--- src/common/pirf_pkg.sv ---
/*
  Package for the peripheral interrupt flag register block: register offsets,
  flag bit positions, reset values and the event-bundle struct.
  Assumes a single core clock and a synchronous active-low reset.
*/
package pirf_pkg;

  // ==========================================================================
  // Register map
  localparam logic [7:0] PIRF_FLAGS_OFFSET = 8'h0C;
  localparam logic [7:0] PIRF_MASK_OFFSET = 8'h8C;
  localparam logic [7:0] PIRF_POST_OFFSET = 8'h12;

  // ==========================================================================
  // Flag bit positions
  localparam int PIRF_BIT_HOST = 7;
  localparam int PIRF_BIT_CONV = 6;
  localparam int PIRF_BIT_RX = 5;
  localparam int PIRF_BIT_TX = 4;
  localparam int PIRF_BIT_RSVD = 3;
  localparam int PIRF_BIT_CC = 2;
  localparam int PIRF_BIT_PERIOD = 1;
  localparam int PIRF_BIT_WIDE = 0;

  // ==========================================================================
  // Reset values and masks
  localparam logic [7:0] PIRF_FLAGS_RESET = 8'h00;
  localparam logic [7:0] PIRF_MASK_RESET = 8'h00;
  localparam logic [3:0] PIRF_POST_RESET = 4'h0;
  localparam logic [7:0] PIRF_STICKY_MASK = 8'hC7;
  localparam logic [7:0] PIRF_FLAG_WMASK = 8'hC7;
  localparam logic [7:0] PIRF_MASK_WMASK = 8'hF7;

  // ==========================================================================
  // Capture/compare unit modes
  typedef enum logic [1:0] {
    PIRF_CC_OFF = 2'h0,
    PIRF_CC_CAPTURE = 2'h1,
    PIRF_CC_COMPARE = 2'h3,
    PIRF_CC_PWM = 2'h2
  } pirf_cc_mode_t;

  // Peripheral event bundle, all one-cycle pulses except buffer levels
  typedef struct packed {
    logic host_access;
    logic conv_done;
    logic rx_full;
    logic tx_empty;
    logic cc_capture;
    logic cc_match;
    logic period_match;
    logic wide_overflow;
  } pirf_events_t;

endpackage

--- src/rtl/pirf_flag_reg.sv ---
/*
  Peripheral interrupt flag register with mask and one level interrupt.
  Register map on the strobe port:
    PIRF_FLAGS_OFFSET - sticky event flags 7, 6, 2, 1, 0; buffer mirrors 5, 4; bit 3 reads zero
    PIRF_MASK_OFFSET - same layout, gates each flag onto o_irq
    PIRF_POST_OFFSET - bits 3:0 choose the period-match postscaler ratio, value plus one
  Assumes event sources run on i_clk (no synchronisers) and the core reaches
  the registers over a plain strobe port with read data one cycle later.
  Assumes each event input is high for one cycle per event, except the two buffer levels.
*/
// Function
// - Flags set on their event regardless of any enable bit.
// - Eight-bit flag register at 0x0C; bit 3 always reads zero.
// - Host port access sets bit 7; it stays until software clears it.
// - Conversion done sets bit 6; bit is readable and writable.
// - Bit 5 read-only, mirrors receive buffer holding data.
// - Bit 4 read-only, mirrors transmit buffer empty.
// - Capture mode: timer capture sets bit 2 until software clears it.
// - Compare mode: match sets bit 2; pulse-width mode never sets it.
// - Period timer match sets bit 1 until software clears it.
// - Wide timer overflow sets bit 0 until software clears it.
// - Period matches pass a 4-bit postscaler, ratio one to sixteen.
module pirf_flag_reg
  import pirf_pkg::*;
(
  // Clock and reset
  input wire logic i_clk,
  input wire logic i_rst_b,
  // Register port
  input wire logic [7:0] i_addr,
  input wire logic [7:0] i_wdata,
  input wire logic i_wr,
  input wire logic i_rd,
  output logic [7:0] o_rdata,
  // Peripheral events
  input wire pirf_events_t i_events,
  input wire pirf_cc_mode_t i_cc_mode,
  // Interrupt
  output logic o_irq
);

  // ==========================================================================
  // Register state and next values
  logic [7:0] flags_reg, flags_next;
  logic [7:0] mask_reg, mask_next;
  logic [3:0] post_ratio_reg, post_ratio_next;
  logic [3:0] post_cnt_reg, post_cnt_next;
  logic [7:0] rdata_reg, rdata_next;
  // Combinational helpers
  logic [7:0] set_vec; // Hardware set requests, one per flag bit
  logic [7:0] flags_view; // Flags as software reads them
  logic post_fire; // One-cycle postscaler output
  logic wr_flags, wr_mask, wr_post;

  // ==========================================================================
  // Write decode; the three strobes never come together, so no priority is needed
  assign wr_flags = i_wr && (i_addr == PIRF_FLAGS_OFFSET);
  assign wr_mask = i_wr && (i_addr == PIRF_MASK_OFFSET);
  assign wr_post = i_wr && (i_addr == PIRF_POST_OFFSET);

  // ==========================================================================
  // Postscaler: counts period matches, fires on the selected count
  // Ratio is value plus one, so 4'h0 passes every match and 4'hF one in sixteen
  // The count restarts on a ratio write; a smaller ratio can never strand it above
  always_comb begin
    post_cnt_next = post_cnt_reg;
    post_fire = 1'b0;
    if (wr_post) begin
      post_cnt_next = 4'h0; // New ratio restarts the count cleanly
    end else if (i_events.period_match) begin
      if (post_cnt_reg == post_ratio_reg) begin
        post_fire = 1'b1;
        post_cnt_next = 4'h0;
      end else begin
        post_cnt_next = post_cnt_reg + 4'h1;
      end
    end
    post_ratio_next = wr_post ? i_wdata[3:0] : post_ratio_reg;
  end

  // ==========================================================================
  // Sticky set sources, gated only by mode, never by mask
  // Capture and match pulses only count in their own mode; pulse-width mode drops both
  always_comb begin
    set_vec = 8'h00;
    set_vec[PIRF_BIT_HOST] = i_events.host_access;
    set_vec[PIRF_BIT_CONV] = i_events.conv_done;
    set_vec[PIRF_BIT_CC] = (i_cc_mode == PIRF_CC_CAPTURE && i_events.cc_capture)
      || (i_cc_mode == PIRF_CC_COMPARE && i_events.cc_match);
    set_vec[PIRF_BIT_PERIOD] = post_fire;
    set_vec[PIRF_BIT_WIDE] = i_events.wide_overflow;
  end

  // Flag and mask updates; software writes the stored value, set wins
  // Bits 5, 4 and 3 are never stored; the read view fills them in
  always_comb begin
    flags_next = flags_reg;
    if (wr_flags) begin
      flags_next = (flags_reg & ~PIRF_FLAG_WMASK) | (i_wdata & PIRF_FLAG_WMASK);
    end
    flags_next = (flags_next | set_vec) & PIRF_STICKY_MASK;
    mask_next = wr_mask ? (i_wdata & PIRF_MASK_WMASK) : mask_reg;
  end

  // Live view: buffer mirrors fill bits 5 and 4, bit 3 forced low
  // Mirrors are combinational so software sees the buffer state of this very cycle
  always_comb begin
    flags_view = flags_reg;
    flags_view[PIRF_BIT_RX] = i_events.rx_full;
    flags_view[PIRF_BIT_TX] = i_events.tx_empty;
    flags_view[PIRF_BIT_RSVD] = 1'b0;
  end

  // Read mux; unmapped addresses answer zero
  // Strobe-gated so the read data are zero outside the answer cycle
  always_comb begin
    rdata_next = 8'h00;
    if (i_rd) begin
      case (i_addr)
        PIRF_FLAGS_OFFSET: rdata_next = flags_view;
        PIRF_MASK_OFFSET: rdata_next = mask_reg;
        PIRF_POST_OFFSET: rdata_next = {4'h0, post_ratio_reg};
        default: rdata_next = 8'h00;
      endcase
    end
  end

  // ==========================================================================
  // Registers, one bank per group of state
  // Postscaler ratio and count; both restart on reset so the first match is 1:1
  always_ff @(posedge i_clk) begin
    if (!i_rst_b) begin
      post_ratio_reg <= PIRF_POST_RESET;
      post_cnt_reg <= PIRF_POST_RESET;
    end else begin
      post_ratio_reg <= post_ratio_next;
      post_cnt_reg <= post_cnt_next;
    end
  end

  // Stored flags and interrupt mask
  always_ff @(posedge i_clk) begin
    if (!i_rst_b) begin
      flags_reg <= PIRF_FLAGS_RESET;
      mask_reg <= PIRF_MASK_RESET;
    end else begin
      flags_reg <= flags_next;
      mask_reg <= mask_next;
    end
  end

  // Read data; returns to zero after one cycle so a stale word never lingers
  always_ff @(posedge i_clk) begin
    if (!i_rst_b) begin
      rdata_reg <= 8'h00;
    end else begin
      rdata_reg <= rdata_next;
    end
  end

  // ==========================================================================
  // Outputs
  // Level interrupt, includes mirrored buffer bits; a flag left pending when
  // software enables its mask bit raises the line at once
  assign o_irq = |(flags_view & mask_reg);
  assign o_rdata = rdata_reg;

  // ==========================================================================
  // Assertions
  a_event_sets_flag: assert property (@(posedge i_clk) disable iff (!i_rst_b)
    i_events.wide_overflow |=> flags_reg[PIRF_BIT_WIDE])
    else $error("Overflow event did not set flag");
  a_host_sticky: assert property (@(posedge i_clk) disable iff (!i_rst_b)
    flags_reg[PIRF_BIT_HOST] && !wr_flags |=> flags_reg[PIRF_BIT_HOST])
    else $error("Host access flag dropped without a write");
  a_rsvd_zero: assert property (@(posedge i_clk) disable iff (!i_rst_b)
    i_rd && i_addr == PIRF_FLAGS_OFFSET |=> !o_rdata[PIRF_BIT_RSVD])
    else $error("Reserved bit read as one");
  a_conv_write: assert property (@(posedge i_clk) disable iff (!i_rst_b)
    wr_flags && !i_events.conv_done |=> flags_reg[PIRF_BIT_CONV] == $past(i_wdata[PIRF_BIT_CONV]))
    else $error("Conversion flag not writable");
  a_rx_mirror: assert property (@(posedge i_clk) disable iff (!i_rst_b)
    i_rd && i_addr == PIRF_FLAGS_OFFSET |=> o_rdata[PIRF_BIT_RX] == $past(i_events.rx_full))
    else $error("Receive mirror wrong");
  a_tx_mirror: assert property (@(posedge i_clk) disable iff (!i_rst_b)
    i_rd && i_addr == PIRF_FLAGS_OFFSET |=> o_rdata[PIRF_BIT_TX] == $past(i_events.tx_empty))
    else $error("Transmit mirror wrong");
  a_capture_sets: assert property (@(posedge i_clk) disable iff (!i_rst_b)
    i_cc_mode == PIRF_CC_CAPTURE && i_events.cc_capture |=> flags_reg[PIRF_BIT_CC])
    else $error("Capture did not set flag");
  a_pwm_quiet: assert property (@(posedge i_clk) disable iff (!i_rst_b)
    i_cc_mode == PIRF_CC_PWM && !flags_reg[PIRF_BIT_CC] && !wr_flags |=> !flags_reg[PIRF_BIT_CC])
    else $error("Pulse-width mode set the flag");
  a_post_ratio: assert property (@(posedge i_clk) disable iff (!i_rst_b)
    post_fire |-> post_cnt_reg == post_ratio_reg && i_events.period_match)
    else $error("Postscaler fired off count");
  a_period_sticky: assert property (@(posedge i_clk) disable iff (!i_rst_b)
    post_fire |=> flags_reg[PIRF_BIT_PERIOD])
    else $error("Period flag not set");
  a_set_wins: assert property (@(posedge i_clk) disable iff (!i_rst_b)
    wr_flags && !i_wdata[PIRF_BIT_WIDE] && i_events.wide_overflow |=> flags_reg[PIRF_BIT_WIDE])
    else $error("Clear beat a hardware set");
  a_overflow_hold: assert property (@(posedge i_clk) disable iff (!i_rst_b)
    flags_reg[PIRF_BIT_WIDE] && !wr_flags |=> flags_reg[PIRF_BIT_WIDE])
    else $error("Overflow flag dropped");

  // ==========================================================================
  // Assertions: per-bit storage
  // Each stored bit holds and takes its set; unstored bits never hold a one
  for (genvar b = 0; b < 8; b++) begin : g_flag_chk
    if (PIRF_STICKY_MASK[b]) begin : g_sticky
      a_flag_hold: assert property (@(posedge i_clk) disable iff (!i_rst_b)
        flags_reg[b] && !wr_flags |=> flags_reg[b])
        else $error("Stored flag dropped without a write");
      a_set_lands: assert property (@(posedge i_clk) disable iff (!i_rst_b)
        set_vec[b] |=> flags_reg[b])
        else $error("Hardware set did not land");
    end else begin : g_unstored
      a_stored_zero: assert property (@(posedge i_clk) disable iff (!i_rst_b)
        !flags_reg[b])
        else $error("Unstored flag bit holds a one");
    end
  end

  // ==========================================================================
  // Assertions: event sources
  a_host_sets: assert property (@(posedge i_clk) disable iff (!i_rst_b)
    i_events.host_access |=> flags_reg[PIRF_BIT_HOST])
    else $error("Host access did not set flag");
  a_conv_sets: assert property (@(posedge i_clk) disable iff (!i_rst_b)
    i_events.conv_done |=> flags_reg[PIRF_BIT_CONV])
    else $error("Conversion done did not set flag");
  a_compare_sets: assert property (@(posedge i_clk) disable iff (!i_rst_b)
    i_cc_mode == PIRF_CC_COMPARE && i_events.cc_match |=> flags_reg[PIRF_BIT_CC])
    else $error("Compare match did not set flag");
  // Capture mode must ignore a match pulse, or a stray compare would look like a capture
  a_capture_only: assert property (@(posedge i_clk) disable iff (!i_rst_b)
    i_cc_mode == PIRF_CC_CAPTURE && !i_events.cc_capture && !flags_reg[PIRF_BIT_CC] && !wr_flags
    |=> !flags_reg[PIRF_BIT_CC])
    else $error("Capture flag set without a capture");

  // ==========================================================================
  // Assertions: register port
  a_flag_write: assert property (@(posedge i_clk) disable iff (!i_rst_b)
    wr_flags && set_vec == 8'h00 |=> flags_reg == ($past(i_wdata) & PIRF_STICKY_MASK))
    else $error("Flag write not stored");
  a_mask_write: assert property (@(posedge i_clk) disable iff (!i_rst_b)
    wr_mask |=> mask_reg == ($past(i_wdata) & PIRF_MASK_WMASK))
    else $error("Mask write not stored");
  a_mask_rsvd: assert property (@(posedge i_clk) disable iff (!i_rst_b)
    !mask_reg[PIRF_BIT_RSVD])
    else $error("Mask bit 3 holds a one");
  a_rdata_idle: assert property (@(posedge i_clk) disable iff (!i_rst_b)
    !i_rd |=> o_rdata == 8'h00)
    else $error("Read data outside answer cycle");
  a_unmapped_zero: assert property (@(posedge i_clk) disable iff (!i_rst_b)
    i_rd && i_addr != PIRF_FLAGS_OFFSET && i_addr != PIRF_MASK_OFFSET && i_addr != PIRF_POST_OFFSET
    |=> o_rdata == 8'h00)
    else $error("Unmapped read returned data");
  // Reset check runs without the disable so it can see the reset cycle itself
  a_reset_clear: assert property (@(posedge i_clk)
    !i_rst_b |=> flags_reg == PIRF_FLAGS_RESET && mask_reg == PIRF_MASK_RESET && o_rdata == 8'h00)
    else $error("Reset left state behind");

  // ==========================================================================
  // Assertions: postscaler
  a_post_bound: assert property (@(posedge i_clk) disable iff (!i_rst_b)
    post_cnt_reg <= post_ratio_reg)
    else $error("Postscaler count passed its ratio");
  a_post_restart: assert property (@(posedge i_clk) disable iff (!i_rst_b)
    wr_post |=> post_cnt_reg == 4'h0 && post_ratio_reg == $past(i_wdata[3:0]))
    else $error("Ratio write did not restart count");
  a_post_fires: assert property (@(posedge i_clk) disable iff (!i_rst_b)
    i_events.period_match && !wr_post && post_cnt_reg == post_ratio_reg |-> post_fire)
    else $error("Postscaler missed its count");
  a_post_quiet: assert property (@(posedge i_clk) disable iff (!i_rst_b)
    !i_events.period_match |-> !post_fire)
    else $error("Postscaler fired without a match");

  // ==========================================================================
  // Assertions: interrupt line
  a_irq_wide: assert property (@(posedge i_clk) disable iff (!i_rst_b)
    flags_reg[PIRF_BIT_WIDE] && mask_reg[PIRF_BIT_WIDE] |-> o_irq)
    else $error("Enabled overflow flag gave no interrupt");
  a_irq_rx: assert property (@(posedge i_clk) disable iff (!i_rst_b)
    i_events.rx_full && mask_reg[PIRF_BIT_RX] |-> o_irq)
    else $error("Enabled receive level gave no interrupt");
  a_irq_tx: assert property (@(posedge i_clk) disable iff (!i_rst_b)
    i_events.tx_empty && mask_reg[PIRF_BIT_TX] |-> o_irq)
    else $error("Enabled transmit level gave no interrupt");
  a_irq_masked: assert property (@(posedge i_clk) disable iff (!i_rst_b)
    mask_reg == 8'h00 |-> !o_irq)
    else $error("Interrupt with every enable clear");

  // Main scenarios worth seeing at least once
  c_irq_raise: cover property (@(posedge i_clk) disable iff (!i_rst_b) $rose(o_irq));
  c_post_fire: cover property (@(posedge i_clk) disable iff (!i_rst_b) post_fire && post_ratio_reg == 4'hF);
  c_set_clear: cover property (@(posedge i_clk) disable iff (!i_rst_b) wr_flags && |set_vec);
  c_compare: cover property (@(posedge i_clk) disable iff (!i_rst_b)
    i_cc_mode == PIRF_CC_COMPARE && i_events.cc_match);
  c_capture_set: cover property (@(posedge i_clk) disable iff (!i_rst_b)
    i_cc_mode == PIRF_CC_CAPTURE && i_events.cc_capture);

endmodule

--- config.mk ---
export PLATFORM = sky130hd
export DESIGN_NAME = pirf_flag_reg
export DESIGN_NICKNAME = d
export VERILOG_FILES = /design/src/common/pirf_pkg.sv /design/src/rtl/pirf_flag_reg.sv
export SDC_FILE = /design/constraint.sdc
export NUM_CORES = 1
export LEC_CHECK = 0
export BUFFER_PORTS_ARGS = -buffer_cell sky130_fd_sc_hd__buf_2
export CORE_ASPECT_RATIO = 1.5
export CORE_MARGIN = 4
export CORE_UTILIZATION = 50
export DETAILED_ROUTE_END_ITERATION = 7
export PLACE_DENSITY_LB_ADDON = 0.1
export SLEW_MARGIN = 40
export SYNTH_ARGS = -nofsm -noshare
export SYNTH_HDL_FRONTEND = slang
export SYNTH_SLANG_ARGS = --single-unit
--- constraint.sdc ---
create_clock -name i_clk -period 1.5 [get_ports i_clk]
set_input_delay 0.3 -clock i_clk [delete_from_list [all_inputs] [get_ports i_clk]]
set_output_delay 0.3 -clock i_clk [all_outputs]
set_load 0.05 [all_outputs]
==> results of run 1 <==
==> cells by family (layout without fill, tap and decap cells) <==
kind of cell               count (synthesis)  after routing
muxes                                     16             16
DFF                                       28             28
adders and majority gates                  1              1
buffers and inverters                      5             44
AOI/OAI and AO/OA                         18             18
xor gates and xnor gates                   5              5
and+or+nand+nor                           55             55
==> cell usage after synthesis <==
cell and n:
nand4b_4 1, nor2_1 10, mux2i_1 12, a21oi_1 3, ha_1 1, mux2_2 4
nand4_4 1, clkbuf_1 2, or3b_1 1, nand2b_1 2, o311a_1 3, a222oi_1 1
xor2_1 5, dfxtp_1 28, a21boi_0 1, and3_1 2, nor4b_4 1, and4_1 1
and2_1 1, nor4_1 2, and2_2 1, buf_4 1, nand2_1 11, nor2b_1 7
buf_6 2, nor3_4 1, a21boi_1 4, o221ai_2 1, nand3b_1 1, nand3_1 7
nand4_1 2, a22oi_1 5, nor3_1 1, nand2_2 1, and4bb_4 1
==> layer usage <==
metal / GRT usage [%] / up-vias / part of all wire [%]
met5: 0 / - / 0
li1: - / 547 / -
met2: 34.7 / 20 / 58
met3: 2.53 / 2 / 2.7
met4: 3.69 / 0 / 0.48
met1: 18.8 / 522 / 39
==> repair_timing <==
action                     4_1_cts  5_1_grt
resized for setup                4        0
setup buffers                    0        0
setup endpoints to repair        4        1
pin swaps                        0        2
==> layout make-up <==
| class | instances | area (µm²) |
|---|---|---|
| Sequential cell | 28 | 562 |
| Tap cell | 36 | 45.0 |
| Multi-Input combinational cell | 95 | 732 |
| Clock inverter | 1 | 30.0 |
| Clock buffer | 3 | 22.5 |
| Timing Repair Buffer | 40 | 211 |
| Fill cell | 227 | 902 |
==> path summary, 6_finish.rpt <==
| kind | startpoint | end | slack, ns | depth (start not counted) |
|---|---|---|---|---|
| worst max register to register | post_cnt_reg[1] | flags_reg[1] | 0.12 | 4 |
| worst min-delay path | i_cc_mode[0] | flags_reg[2] | 0.21 | 3 |
| worst min register to register | post_ratio_reg[2] | post_ratio_reg[2] | 0.51 | 2 |
| worst max-delay path | mask_reg[4] | o_irq | -0.13 | 3 |
==> critical path, stage by stage, from the launching register on <==
cell and delay (ns):
dfxtp_2 0.35, a222oi_1 0.33, nand3_1 0.15, buf_6 0.18
==> report_power, final <==
part           internal [mW]  switching, mW
Clock                  0.270          0.217
Combinational         0.0675         0.0655
Sequential             0.755        0.00875
Total                   1.09          0.292
==> out/metrics.cfg, run 1 <==
[status]
violations=setup timing
run_status=finished, violations left

[floorplanning]
core-area_um2=2500
dieArea_um2=3550
num_io_pins=39
row_count=22
die_w_um=50.0
die_h_um=71.0
initial_core_util_pct=52.8

[flow_run]
drv_cap=0

[timing]
fin_skew_ns=0.00111
min_period_ns=1.63
fin_ws_ns=-0.128
period_share_pct=109
whs_ns=0.212
fmax_ghz=0.614
rsz0062_at_grt=yes
hold_viol_final=0
setup_viol_count_final=1
worstMarginPinSlew_ns=0.400
maxSlewHeadroom_pct=73.1
setup_tns_ns=-0.128
drv_slew=0

[synthesis]
synthXorXnorAreaFrac_pct=3.31
syn_avg_cell_area_um2=10.3
synthAdderAreaFrac_pct=0.945
syn_nets=159
synth_top_area_share_pct=42.3
synth_compound_area_share_pct=11.0
yosys-mux-area-fraction_pct=12.5
yosysUniqueCellTypes=35
syn-instance-count=128
synth_top_family_by_area=simple AND/OR/NAND/NOR gates
yosysWarnings=0
synth-seq-cells=28
ys_seq_area_share_pct=42.3
synth_area_um2=1320
yosys.area.top_type=dfxtp_1
netlist_top_cells_area=dfxtp_1, mux2i_1, mux2_2
yosys.area_share.simple_pct=27.1

[cts]
h-tree-depth=1
clkTransAtPathRegs_ns=0.15
cts_buffers=3
cts_sinks=28
clk_path_buf_depth=2
clk-insertion-delay-late_ns=0.32
cts-hold-fix-buffers=0
tritoncts=built
ctsRootBufferMaster=clkbuf_4

[layout]
final_cell_mix=buf_2, dfxtp_1, mux2i_1
drive_above_1_share_pct=34.7
antennaDiodeCount=0
largest_reg_flops=8
finalInstanceArea_um2=1600
fin_cells=203
area_growth_pct=21.1
post-route-util_pct=64.0
layout_commonest_cell=buf_2
finalNetCount=199

[global_routing]
grt_pass1_wl_mm=4.91
grtUsageTotal_pct=17.5
grt-ovfl-total=0
antenna_found_initial=0
grt_pass1_vias=1108
grt_max_degree=17

[placed_design]
port_buffers=38
post_dp_cell_area_um2=1540
hpwlAfterDp_mm=2.35
dp_slack_ns=-0.00821
place_congestion=0.774
dp_cells=199

[routing]
routed_wl_mm=2.90
vias=1091
ant_nets=0
wl_per_cell_um=14.3
firstDrtPassIters=6
via_per_inst=5.37
drt-initial-drc-count=11
drc=0

[worst_setup_path]
end_kind=primary output
critPathArrivalTime_ns=1.33
required_ns=1.20
startpoint_type=flop
critPathMaxFanout=3
critical_path_class=reg2out

[power]
power_mw=1.38
power_leakage_nw=0.774
power_density_nw_per_um2=864
ir_worst_vdd_mv=0.763

[worst_hold_path]
min_path_type=in2reg

Note: power is estimated with default switching activity, not from simulation.
==> inputs of run 2 (changes only) <==
--- a/config.mk
+++ b/config.mk
@@ -6,9 +6,9 @@
 export NUM_CORES = 1
 export LEC_CHECK = 0
 export BUFFER_PORTS_ARGS = -buffer_cell sky130_fd_sc_hd__buf_2
-export CORE_ASPECT_RATIO = 1.5
+export CORE_ASPECT_RATIO = 0.5
 export CORE_MARGIN = 4
-export CORE_UTILIZATION = 50
+export CORE_UTILIZATION = 33
 export DETAILED_ROUTE_END_ITERATION = 7
 export PLACE_DENSITY_LB_ADDON = 0.1
 export SLEW_MARGIN = 40
==> out/metrics.cfg, run 2 (same netlist as run 1, synthesis figures left out) <==
[status]
run_status=finished, violations left
violations=setup timing

[floorplanning]
dieArea_um2=5150
core-area_um2=3640
row_count=15
die_h_um=52.8
initial_core_util_pct=36.4
num_io_pins=39
die_w_um=97.6

[worst_setup_path]
cp_top_family=flip-flops
startpoint_type=flop
cp_num_cells=3
r2r_slack_ns=0.17
rr_startpoint=post_cnt_reg[1]
critical_path_class=reg2out
critPathMaxFanout=3
required_ns=1.20
path_cells=a222oi_1 > nand3_1 > buf_6
end_kind=primary output
rr_worst_depth=5
cp_slowest_cell=dfxtp_1
r2r_end=post_cnt_reg[0]
critPathArrivalTime_ns=1.22
max_stage_delay_ns=0.34
critPathBufInv=1

[worst_hold_path]
hp-start=i_cc_mode[0]
min_to=flags_reg[2]
min_path_cells=3
min_path_type=in2reg

[timing]
setup_tns_ns=-0.0176
fin_skew_ns=0.00579
setup_viol_count_final=1
hold_viol_final=0
fin_ws_ns=-0.0176
period_share_pct=101
min_period_ns=1.52
fmax_ghz=0.659
maxSlewHeadroom_pct=78.3
rsz0062_at_grt=yes
worstMarginPinSlew_ns=0.324
drv_slew=0

[layout]
area_growth_pct=24.5
final_cell_mix=buf_2, dfxtp_1, mux2i_1
finalNetCount=203
drive_above_1_share_pct=35.7
antennaDiodeCount=0
layout_commonest_cell=buf_2
fin_cells=222
largest_reg_flops=8

[cts]
ctsRootBufferMaster=clkbuf_8
clk-insertion-delay-late_ns=0.27
h-tree-depth=1
tritoncts=built
cts_sinks=28
cts-hold-fix-buffers=0
clk_path_buf_depth=2
cts_buffers=3
post_cts_buffers=0
clkTransAtPathRegs_ns=0.09

[power]
power_density_nw_per_um2=825
ir_worst_vdd_mv=0.382
power_leakage_nw=0.791
power_mw=1.36

[routing]
via_per_inst=4.77
drc=0
vias=1058
drt-initial-drc-count=32
firstDrtPassIters=4
routed_wl_mm=2.91
ant_nets=0
wl_per_cell_um=13.1

[placed_design]
port_buffers=38
dp_cells=218
hpwlAfterDp_mm=2.29
place_congestion=0.725

[global_routing]
grt_pass1_wl_mm=4.76
antenna_found_initial=0
grtUsageTotal_pct=11.8
grt_pass1_vias=1024
grt_max_degree=16
grt-ovfl-total=0

[flow_run]
drv_cap=0

-- run 2: worst reg2reg max path, delay by kind of cell (launching register included) --
kind / cells / cell delay, ns
DFF: 1 / 0.41
buffers and inverters: 1 / 0.14
AOI/OAI and AO/OA: 1 / 0.14
xor gates and xnor gates: 1 / 0.17
and+or+nand+nor: 2 / 0.41
-- run 2: per-layer routing --
| metal | GRT usage [%] | routed length (µm) |
|---|---|---|
| met3 | 3.98 | 140 |
| met1 | 15.0 | 1480 |
| met5 | 0 | 0 |
| met4 | 3.45 | 15 |
| met2 | 19.4 | 1280 |
-- run 2: repair_timing --
item,in CTS,in global routing
resized for setup,3,0
setup endpoints to repair,1,1
endpoints found under the hold margin,0,0
pin swaps,1,0
-- run 2: through the flow --
step           hold WS, ns  setup WS, ns  cell area, µm²  util, %
3_3_place_gp         0.486        0.0662            1590     43.5
4_1_cts              0.260       -0.0374            1650     45.3
2_1_floorplan        0.444         0.157            1320        -
6_report             0.260       -0.0176            1650     45.3
5_1_grt              0.273        -0.132            1650     45.3
3_5_place_dp         0.482        0.0519            1590     43.5
-- run 2: final cells by class --
cell class | instances | area [µm²]
clock buffers | 4 | 55.1
fillers | 370 | 1990
multi-input cells | 95 | 726
flip-flops and latches | 28 | 562
well taps | 51 | 63.8
repair buffers | 44 | 241
-- run 2: worst max-delay path by stage --
stage,start,endpoint
6_report,mask_reg[5],o_irq
5_1_grt,mask_reg[4],o_irq
4_1_cts,mask_reg[4],o_irq
3_5_place_dp,i_addr[0],flags_reg[7]
3_3_place_gp,i_addr[4],flags_reg[7]
2_1_floorplan,i_events[4],o_irq
-- run 2: report_power, final --
group / switching, mW / internal [mW] / total, mW
Clock: 0.227 / 0.235 / 0.461
Combinational: 0.0653 / 0.0698 / 0.135
Sequential: 0.00830 / 0.754 / 0.762
